[src/dprm_consts.svh]
// Register offsets, reset values, field positions and encodings for the reference monitor register bank
`ifndef DPRM_CONSTS_SVH
`define DPRM_CONSTS_SVH

// Byte offsets on the host port
`define DPRM_ADDR_QWAIT 8'h14
`define DPRM_ADDR_VSEL 8'h15
`define DPRM_ADDR_VIEW0 8'h16
`define DPRM_ADDR_VIEW1 8'h17
`define DPRM_ADDR_ACT0 8'h18
`define DPRM_ADDR_ACT1 8'h19
`define DPRM_ADDR_QUAL0 8'h1a
`define DPRM_ADDR_QUAL1 8'h1b
`define DPRM_ADDR_MODE 8'h1c
`define DPRM_ADDR_BW 8'h1d
`define DPRM_ADDR_AUTO 8'h1e
`define DPRM_ADDR_MANUAL 8'h1f
`define DPRM_ADDR_LONG0 8'h24
`define DPRM_ADDR_LONG3 8'h27
`define DPRM_ADDR_SHORT0 8'h28
`define DPRM_ADDR_SHORT3 8'h2b
`define DPRM_ADDR_USER0 8'h2c
`define DPRM_ADDR_USER3 8'h2f
`define DPRM_ADDR_RAMP 8'h30

// Reset values
`define DPRM_RST_QWAIT 8'h0a
`define DPRM_RST_VSEL 4'h1
`define DPRM_RST_MODE 6'h00
`define DPRM_RST_BW 5'h06
`define DPRM_RST_MANUAL 4'h0
`define DPRM_RST_USER 32'h00000000
`define DPRM_RST_RAMP 7'h26

// Mode register fields
`define DPRM_MODE_PHASE 0
`define DPRM_MODE_USER 2
`define DPRM_MODE_REVERT 3
`define DPRM_MODE_AUTO 4
`define DPRM_MODE_OOP 5

// Holdover register fields
`define DPRM_RAMP_LONG_HI 6
`define DPRM_RAMP_LONG_LO 4
`define DPRM_RAMP_SHORT_HI 3
`define DPRM_RAMP_SHORT_LO 2
`define DPRM_RAMP_LIM_HI 1
`define DPRM_RAMP_LIM_LO 0

// Input numbering and manual choice encoding
`define DPRM_INPUTS 12
`define DPRM_STATUS_W 15
`define DPRM_INPUT_FIRST 4'h1
`define DPRM_INPUT_LAST 4'hc
`define DPRM_MANUAL_FREERUN 4'h0

`endif

[src/dprm_pkg.sv]
// Types shared by the reference monitor register bank
`default_nettype none
package dprm_pkg;
  // Action that the manual choice asks of the primary clock generator
  typedef enum logic [2:0] {
    DPRM_ACT_FREERUN = 3'b001,
    DPRM_ACT_REF = 3'b010,
    DPRM_ACT_HOLDOVER = 3'b100
  } dprm_action_e;
endpackage : dprm_pkg
`default_nettype wire

[src/dprm_input_pick.sv]
// Registered selection of one reference input's offset and rate code
`include "dprm_consts.svh"
`default_nettype none
module dprm_input_pick (
  // Clock and reset
  input wire logic clk,
  input wire logic resetn,
  // Input number, 1 to 12
  input wire logic [3:0] inputNum,
  // Per-input status: [11:0] offset, [14:12] rate code
  input wire logic [`DPRM_INPUTS*`DPRM_STATUS_W-1:0] statusBus,
  // Picked values
  output logic [11:0] offset,
  output logic [2:0] rateCode
);
  logic [`DPRM_STATUS_W-1:0] statusArr [`DPRM_INPUTS];
  logic [`DPRM_STATUS_W-1:0] pickD;

  // Split the flat bus per input
  genvar gi;
  generate
    for (gi = 0; gi < `DPRM_INPUTS; gi++) begin : g_split
      assign statusArr[gi] = statusBus[gi*`DPRM_STATUS_W +: `DPRM_STATUS_W];
    end
  endgenerate

  // Numbers outside 1 to 12 show no signal and zero offset
  always_comb begin
    pickD = '0;
    if (inputNum >= `DPRM_INPUT_FIRST && inputNum <= `DPRM_INPUT_LAST) begin
      pickD = statusArr[inputNum - `DPRM_INPUT_FIRST];
    end
  end

  // One cycle of latency, so the caller sees a stable value
  always_ff @(posedge clk or negedge resetn) begin
    if (!resetn) begin
      offset <= 12'h000;
      rateCode <= 3'h0;
    end else begin
      offset <= pickD[11:0];
      rateCode <= pickD[14:12];
    end
  end
endmodule : dprm_input_pick
`default_nettype wire

[src/dprm_regs.sv]
// Reference monitor and primary loop control register bank on the byte-wide host port
`include "dprm_consts.svh"
`default_nettype none
module dprm_regs (
  // Clock and reset
  input wire logic clk,
  input wire logic resetn,
  // Host byte port
  input wire logic [7:0] regAddr,
  input wire logic [7:0] regWrData,
  input wire logic regWr,
  input wire logic regRd,
  output logic [7:0] regRdData,
  output logic regRdValid,
  // Monitor status from the core
  input wire logic [`DPRM_INPUTS*`DPRM_STATUS_W-1:0] inputStatus,
  input wire logic [13:0] activity,
  input wire logic [11:0] qualified,
  input wire logic [3:0] autoChoice,
  input wire logic [3:0] mateChoice,
  input wire logic isMaster,
  input wire logic [31:0] longHistory,
  input wire logic [31:0] shortHistory,
  input wire logic [10:0] pullinLimit,
  // Controls to the primary clock generator
  output logic [7:0] qualifyWait,
  output logic phaseAlign,
  output logic useUserHistory,
  output logic revertive,
  output logic autoSelect,
  output logic outsidePullinFollow,
  output logic [4:0] loopBandwidth,
  output logic [3:0] manualChoice,
  output logic forceFreerun,
  output logic forceHoldover,
  output logic [3:0] manualRef,
  output logic followActive,
  output logic [31:0] holdoverHistory,
  output logic [2:0] longHistBw,
  output logic [1:0] shortHistBw,
  output logic [1:0] rampLimit
);
  logic [3:0] viewSel_q;
  logic [31:0] userHistory_q;
  logic [23:0] userStage_q;
  logic [7:0] viewHiShadow_q;
  logic [23:0] longShadow_q;
  logic [23:0] shortShadow_q;
  logic [11:0] viewOffset;
  logic [2:0] viewRate;
  logic [11:0] refOffset;
  logic [2:0] refRate;
  logic [11:0] refMag;
  logic [3:0] shownChoice;
  logic [7:0] rdData_d;
  logic wrQwait, wrVsel, wrMode, wrBw, wrManual, wrRamp;
  logic wrUser0, wrUser1, wrUser2, wrUser3;
  dprm_pkg::dprm_action_e manualAct;

  // Classify a manual choice; used for the manual action outputs
  function automatic dprm_pkg::dprm_action_e decodeManual(input logic [3:0] choice);
    if (choice == `DPRM_MANUAL_FREERUN) begin
      return dprm_pkg::DPRM_ACT_FREERUN;
    end else if (choice <= `DPRM_INPUT_LAST) begin
      return dprm_pkg::DPRM_ACT_REF;
    end
    return dprm_pkg::DPRM_ACT_HOLDOVER;
  endfunction : decodeManual

  // Write strobes per register
  assign wrQwait = regWr && regAddr == `DPRM_ADDR_QWAIT;
  assign wrVsel = regWr && regAddr == `DPRM_ADDR_VSEL;
  assign wrMode = regWr && regAddr == `DPRM_ADDR_MODE;
  assign wrBw = regWr && regAddr == `DPRM_ADDR_BW;
  assign wrManual = regWr && regAddr == `DPRM_ADDR_MANUAL;
  assign wrRamp = regWr && regAddr == `DPRM_ADDR_RAMP;
  assign wrUser0 = regWr && regAddr == `DPRM_ADDR_USER0;
  assign wrUser1 = regWr && regAddr == `DPRM_ADDR_USER0 + 8'h01;
  assign wrUser2 = regWr && regAddr == `DPRM_ADDR_USER0 + 8'h02;
  assign wrUser3 = regWr && regAddr == `DPRM_ADDR_USER3;
  assign manualAct = decodeManual(manualChoice);

  // Qualification wait, full byte kept so 0 to 255 s all fit
  always_ff @(posedge clk or negedge resetn) begin
    if (!resetn) begin
      qualifyWait <= `DPRM_RST_QWAIT;
    end else if (wrQwait) begin
      qualifyWait <= regWrData;
    end
  end

  // View selector; out-of-range values are dropped so the view never goes blank
  always_ff @(posedge clk or negedge resetn) begin
    if (!resetn) begin
      viewSel_q <= `DPRM_RST_VSEL;
    end else if (wrVsel && regWrData >= {4'h0, `DPRM_INPUT_FIRST} && regWrData <= {4'h0, `DPRM_INPUT_LAST}) begin
      viewSel_q <= regWrData[3:0];
    end
  end

  // Mode bits; bits 1, 6 and 7 are not stored
  always_ff @(posedge clk or negedge resetn) begin
    if (!resetn) begin
      {outsidePullinFollow, autoSelect, revertive, useUserHistory, phaseAlign} <= 5'h00;
    end else if (wrMode) begin
      phaseAlign <= regWrData[`DPRM_MODE_PHASE];
      useUserHistory <= regWrData[`DPRM_MODE_USER];
      revertive <= regWrData[`DPRM_MODE_REVERT];
      autoSelect <= regWrData[`DPRM_MODE_AUTO];
      outsidePullinFollow <= regWrData[`DPRM_MODE_OOP];
    end
  end

  // Bandwidth and manual choice; reserved bandwidth codes are stored as written
  always_ff @(posedge clk or negedge resetn) begin
    if (!resetn) begin
      loopBandwidth <= `DPRM_RST_BW;
      manualChoice <= `DPRM_RST_MANUAL;
    end else begin
      if (wrBw) begin
        loopBandwidth <= regWrData[4:0];
      end
      if (wrManual) begin
        manualChoice <= regWrData[3:0];
      end
    end
  end

  // Holdover bandwidths and ramp limit
  always_ff @(posedge clk or negedge resetn) begin
    if (!resetn) begin
      {longHistBw, shortHistBw, rampLimit} <= `DPRM_RST_RAMP;
    end else if (wrRamp) begin
      longHistBw <= regWrData[`DPRM_RAMP_LONG_HI:`DPRM_RAMP_LONG_LO];
      shortHistBw <= regWrData[`DPRM_RAMP_SHORT_HI:`DPRM_RAMP_SHORT_LO];
      rampLimit <= regWrData[`DPRM_RAMP_LIM_HI:`DPRM_RAMP_LIM_LO];
    end
  end

  // User history: lower bytes are staged and the top byte commits all four,
  // so the core never holds over on a half-written value
  always_ff @(posedge clk or negedge resetn) begin
    if (!resetn) begin
      userStage_q <= 24'h000000;
      userHistory_q <= `DPRM_RST_USER;
    end else begin
      if (wrUser0) begin
        userStage_q[7:0] <= regWrData;
      end
      if (wrUser1) begin
        userStage_q[15:8] <= regWrData;
      end
      if (wrUser2) begin
        userStage_q[23:16] <= regWrData;
      end
      if (wrUser3) begin
        userHistory_q <= {regWrData, userStage_q};
      end
    end
  end

  // Holdover frequency source
  always_ff @(posedge clk or negedge resetn) begin
    if (!resetn) begin
      holdoverHistory <= 32'h00000000;
    end else begin
      holdoverHistory <= useUserHistory ? userHistory_q : longHistory;
    end
  end

  // Manual action outputs, all held low in automatic mode
  always_ff @(posedge clk or negedge resetn) begin
    if (!resetn) begin
      forceFreerun <= 1'b0;
      forceHoldover <= 1'b0;
      manualRef <= 4'h0;
    end else begin
      forceFreerun <= !autoSelect && manualAct == dprm_pkg::DPRM_ACT_FREERUN;
      forceHoldover <= !autoSelect && manualAct == dprm_pkg::DPRM_ACT_HOLDOVER;
      manualRef <= (!autoSelect && manualAct == dprm_pkg::DPRM_ACT_REF) ? manualChoice : 4'h0;
    end
  end

  // Viewed input and manually chosen input
  dprm_input_pick u_view_pick (
    .clk(clk),
    .resetn(resetn),
    .inputNum(viewSel_q),
    .statusBus(inputStatus),
    .offset(viewOffset),
    .rateCode(viewRate)
  );

  dprm_input_pick u_ref_pick (
    .clk(clk),
    .resetn(resetn),
    .inputNum(manualRef),
    .statusBus(inputStatus),
    .offset(refOffset),
    .rateCode(refRate)
  );

  // Offset magnitude; -204.8 ppm gives 2048, which still fits 12 unsigned bits
  assign refMag = refOffset[11] ? 12'(~refOffset + 12'h001) : refOffset;

  // Pull-in check: a manual input beyond the limit is followed only if allowed
  always_ff @(posedge clk or negedge resetn) begin
    if (!resetn) begin
      followActive <= 1'b0;
    end else if (autoSelect) begin
      followActive <= 1'b1;
    end else if (manualRef == 4'h0 || refRate == 3'h0) begin
      followActive <= 1'b0;
    end else begin
      followActive <= (refMag <= {1'b0, pullinLimit}) || outsidePullinFollow;
    end
  end

  // Reported active input follows master or slave role
  assign shownChoice = isMaster ? autoChoice : mateChoice;

  // Read mux; unmapped offsets and unused bits return zero
  always_comb begin
    rdData_d = 8'h00;
    case (regAddr)
      `DPRM_ADDR_QWAIT: rdData_d = qualifyWait;
      `DPRM_ADDR_VSEL: rdData_d = {4'h0, viewSel_q};
      `DPRM_ADDR_VIEW0: rdData_d = viewOffset[7:0];
      `DPRM_ADDR_VIEW1: rdData_d = viewHiShadow_q;
      `DPRM_ADDR_ACT0: rdData_d = activity[7:0];
      `DPRM_ADDR_ACT1: rdData_d = {2'h0, activity[13:8]};
      `DPRM_ADDR_QUAL0: rdData_d = qualified[7:0];
      `DPRM_ADDR_QUAL1: rdData_d = {4'h0, qualified[11:8]};
      `DPRM_ADDR_MODE: rdData_d = {2'h0, outsidePullinFollow, autoSelect, revertive, useUserHistory, 1'b0, phaseAlign};
      `DPRM_ADDR_BW: rdData_d = {3'h0, loopBandwidth};
      `DPRM_ADDR_AUTO: rdData_d = {4'h0, shownChoice};
      `DPRM_ADDR_MANUAL: rdData_d = {4'h0, manualChoice};
      `DPRM_ADDR_LONG0: rdData_d = longHistory[7:0];
      `DPRM_ADDR_LONG0 + 8'h01: rdData_d = longShadow_q[7:0];
      `DPRM_ADDR_LONG0 + 8'h02: rdData_d = longShadow_q[15:8];
      `DPRM_ADDR_LONG3: rdData_d = longShadow_q[23:16];
      `DPRM_ADDR_SHORT0: rdData_d = shortHistory[7:0];
      `DPRM_ADDR_SHORT0 + 8'h01: rdData_d = shortShadow_q[7:0];
      `DPRM_ADDR_SHORT0 + 8'h02: rdData_d = shortShadow_q[15:8];
      `DPRM_ADDR_SHORT3: rdData_d = shortShadow_q[23:16];
      `DPRM_ADDR_USER0: rdData_d = userHistory_q[7:0];
      `DPRM_ADDR_USER0 + 8'h01: rdData_d = userHistory_q[15:8];
      `DPRM_ADDR_USER0 + 8'h02: rdData_d = userHistory_q[23:16];
      `DPRM_ADDR_USER3: rdData_d = userHistory_q[31:24];
      `DPRM_ADDR_RAMP: rdData_d = {1'b0, longHistBw, shortHistBw, rampLimit};
      default: rdData_d = 8'h00;
    endcase
  end

  // Reading a low byte freezes the upper bytes, so a multibyte read is coherent
  always_ff @(posedge clk or negedge resetn) begin
    if (!resetn) begin
      viewHiShadow_q <= 8'h00;
      longShadow_q <= 24'h000000;
      shortShadow_q <= 24'h000000;
    end else if (regRd) begin
      if (regAddr == `DPRM_ADDR_VIEW0) begin
        viewHiShadow_q <= {1'b0, viewRate, viewOffset[11:8]};
      end
      if (regAddr == `DPRM_ADDR_LONG0) begin
        longShadow_q <= longHistory[31:8];
      end
      if (regAddr == `DPRM_ADDR_SHORT0) begin
        shortShadow_q <= shortHistory[31:8];
      end
    end
  end

  // Registered read answer, one cycle after the strobe
  always_ff @(posedge clk or negedge resetn) begin
    if (!resetn) begin
      regRdData <= 8'h00;
      regRdValid <= 1'b0;
    end else begin
      regRdValid <= regRd;
      regRdData <= regRd ? rdData_d : 8'h00;
    end
  end
endmodule : dprm_regs
`default_nettype wire

[config.mk]
export PLATFORM = sky130hd
export DESIGN_NAME = dprm_regs
export DESIGN_NICKNAME = d
export VERILOG_FILES = /design/src/dprm_pkg.sv /design/src/dprm_input_pick.sv /design/src/dprm_regs.sv
export VERILOG_INCLUDE_DIRS = /design/src
export SDC_FILE = /design/constraint.sdc
export NUM_CORES = 1
export LEC_CHECK = 0
export BUFFER_PORTS_ARGS = -buffer_cell sky130_fd_sc_hd__buf_2
export CORE_MARGIN = 3
export CORE_UTILIZATION = 40
export CTS_CLUSTER_SIZE = 10
export DETAILED_ROUTE_END_ITERATION = 6
export SKIP_CTS_REPAIR_TIMING = 1
export SLEW_MARGIN = 20
export SYNTH_ARGS = -nofsm -noshare
export SYNTH_HDL_FRONTEND = slang
export SYNTH_SLANG_ARGS = --single-unit
[constraint.sdc]
create_clock -name clk -period 5.28 [get_ports clk]
set_input_delay 0.264 -clock clk [delete_from_list [all_inputs] [get_ports clk]]
set_output_delay 0.264 -clock clk [all_outputs]
set_load 0.03 [all_outputs]
==> qor.csv <==
metric;value;unit
starting density of the core;40.72;%
adder-cell share of the synthesized area;1.601;%
FP Rows;66;
post-layout min period;3.524;ns
register area share after synthesis;41.90;%
initial antenna violation count;4;
pwr dens;256.5;mW/mm^2
Yosys cell types;73;
area share of the largest cell type after synthesis;40.31;%
setup tns final;0;ns
Post-synth EDFFs;0;
Worst-Skew Late Latency;0.55;ns
1st-iter DRT viols;974;
first-pass GRT wire length;74730;um
Final nets;1864;
post-synthesis compound-gate area fraction;9.607;%
CTS tree;built;
status;finished with violations;
clk sinks;222;
overall routing resource usage;27.88;%
max-cap check violation count;0;
wire per inst;25.50;um
Slew @ Worst Pin;1.126;ns
post-synthesis share of cell area spent on xor and xnor gates;0.9890;%
clock buffer count from CTS;27;
Clock Pin Slew Worst Setup and Hold Paths;0.06;ns
Vias;11670;
CP peak stage delay;1.17;ns
top_reg_cell synth;dfrtp_1;
Placed Cells;1897;
Mapped Area;0.01328;sq mm
largest family of logic cells by synthesized area;multiplexers;
vias in the first global route;11680;
worst hold slack;-0.006366;ns
RSZ-0062 raised after global routing;false;
DRC violations left;0;
Final Util;52.01;%
dominant cells by area after synthesis;dfrtp_1, mux4_2, mux2_2;
mux contribution to synthesized area;31.66;%
Die Wd;188.2;um
Mapped Nets;1465;
IO Pins;387;
share of cells above drive strength 1;45.64;%
drt total wl;51080;um
mean post-synth cell area;11.67;sq um
kind of critical path;flop to flop;
Area Overhead vs Synth;27.71;%
die area;0.03543;sq mm
cell taking the most area after synthesis;dfrtp_1;
crit start category;flop;
total gr overflow;0;
fmax;0.2837;GHz
Core Region;0.03262;sq mm
hpwl dp;38190;um
P_leak;7.758;nW
Hold Fails Final Rpt;2;
PortBufs;386;
Post-Syn Instances;1138;
H-tree levels;1;
post-synthesis register bit count;222;
Critical Path RT;5.71;ns
Max Transition Viols Final;0;
DIE HEIGHT;188.2;um
Worst Path Arrival;3.96;ns
Synth Area in Simple Gates;10.62;%
post-route ant nets;0;
routability cong.;0.9785;
top-count cell post-synth;dfrtp_1;
relative slew slack;24.91;%
Clock Root Buffer;clkbuf_16;
routed vias/inst;5.826;
Tightest Hold Check Type;input pin to flop;
Worst VDD drop;0.1720;mV
CP Max Fanout;50;
final-report setup violation count;0;
Synth Warn #;0;
crit path cell chain;inv_1, ha_2, mux4_2, nand2_1, a21oi_1, a31oi_1, nor2_1;
slowest CP cell;dfstp_4;
asr flop ratio synth;100.0;%
crit end category;flop;
violated checks;hold timing;
fin cells;2003;
worst clock skew;0.009424;ns
CTS max path bufs;3;
drt first pass iters;5;
Commonest cells post-synth;dfrtp_1, mux2_2, nand2_1, mux4_2;
largest net degree at the start of global routing;144;
Tcrit/Tclk final;66.75;%
-- critical path: cells and delay by family (launching register included) --
kind | cells | cell delay, ns
flip-flops | 1 | 1.17
adder cells (fa/ha/maj) | 1 | 1.13
multiplexers | 1 | 0.41
AO/OA/AOI/OAI | 2 | 0.34
buffers and inverters | 1 | 0.17
AND/OR/NAND/NOR | 2 | 0.13
-- state kept, by name, indices dropped and copies added, names as in the netlist, 2 cells and up --
register and flops:
holdoverHistory 32, userHistory_q 32, longShadow_q 24, shortShadow_q 24, userStage_q 24, u_ref_pick.offset 12
u_view_pick.offset 12, qualifyWait 8, regRdData 8, viewHiShadow_q 7, loopBandwidth 5, manualChoice 4
manualRef 4, viewSel_q 4, longHistBw 3, u_ref_pick.rateCode 3, u_view_pick.rateCode 3, rampLimit 2
shortHistBw 2
-- cell usage in the layout (no fill, tap or decap), drive strengths merged, types with 36 or more instances in the layout --
cell type    instances
clkbuf              47
buf                407
dfrtp              214
dlygate4sd3         53
nor2                53
mux2               171
a31oi               45
mux4                92
nand3               36
o21ai               45
a21oi               51
nand2              118
-- report_power, final --
group          switching (mW)  internal [mW]  total, mW
Clock                   0.738           1.00       1.74
Sequential             0.0472           1.77       1.82
Combinational           0.448          0.348      0.796
Total                    1.23           3.12       4.35
-- path summary, 6_finish.rpt --
kind                                        from               endpoint  slack (ns)  cells after the start
max in group asynchronous                 resetn       longShadow_q[15]        3.75                      3
hold / removal                   longHistory[14]        longShadow_q[6]      -0.006                      2
setup reg to reg                    viewSel_q[0]  u_view_pick.offset[4]        1.76                      7
setup / recovery                    viewSel_q[0]  u_view_pick.offset[4]        1.76                      7
hold reg to reg            u_view_pick.offset[9]      viewHiShadow_q[1]        0.47                      1
min in group asynchronous                 resetn           followActive        0.30                      2
-- layer usage --
layer | share of wire (%) | track usage (%)
met4 | 3.0 | 8.802
met3 | 9.5 | 6.270
met2 | 48 | 45.59
met5 | 0.025 | 0
met1 | 40 | 37.18
-- area by class of cell --
cell class              instances  area (sq um)
clock buffers                  47         780.7
inverters                      24         90.09
fillers                      2928         15650
multi-input cells             802          7287
clock inverters                 3         33.78
repair buffers                460          2643
well taps                     442         553.0
diodes                          3         7.507
flip-flops and latches        222          5570
-- cell families (layout without fill, tap and decap cells) --
| logic type | after synthesis | in the layout |
|---|---|---|
| DFF | 222 | 222 |
| AOI/OAI and AO/OA | 202 | 202 |
| buffers and inverters | 114 | 534 |
| and+or+nand+nor | 285 | 285 |
| other | 0 | 3 |
| xor gates and xnor gates | 15 | 15 |
| adders and majority gates | 17 | 17 |
| muxes | 283 | 283 |
-- stage by stage --
stage / worst slack [ns] / hold slack [ns] / instance area, sq um / total power, mW
4_1_cts: 1.751 / -0.2725 / 16410 / 4.328
5_1_grt: 1.505 / 0.004754 / 16970 / 4.499
6_report: 1.756 / -0.006366 / 16970 / 4.352
2_1_floorplan: 2.135 / -0.03159 / 13280 / 2.240
3_3_place_gp: 1.810 / 0.2986 / 15600 / 2.600
3_5_place_dp: 1.756 / 0.3040 / 15600 / 2.602
Power figures use the tool's default switching activity.
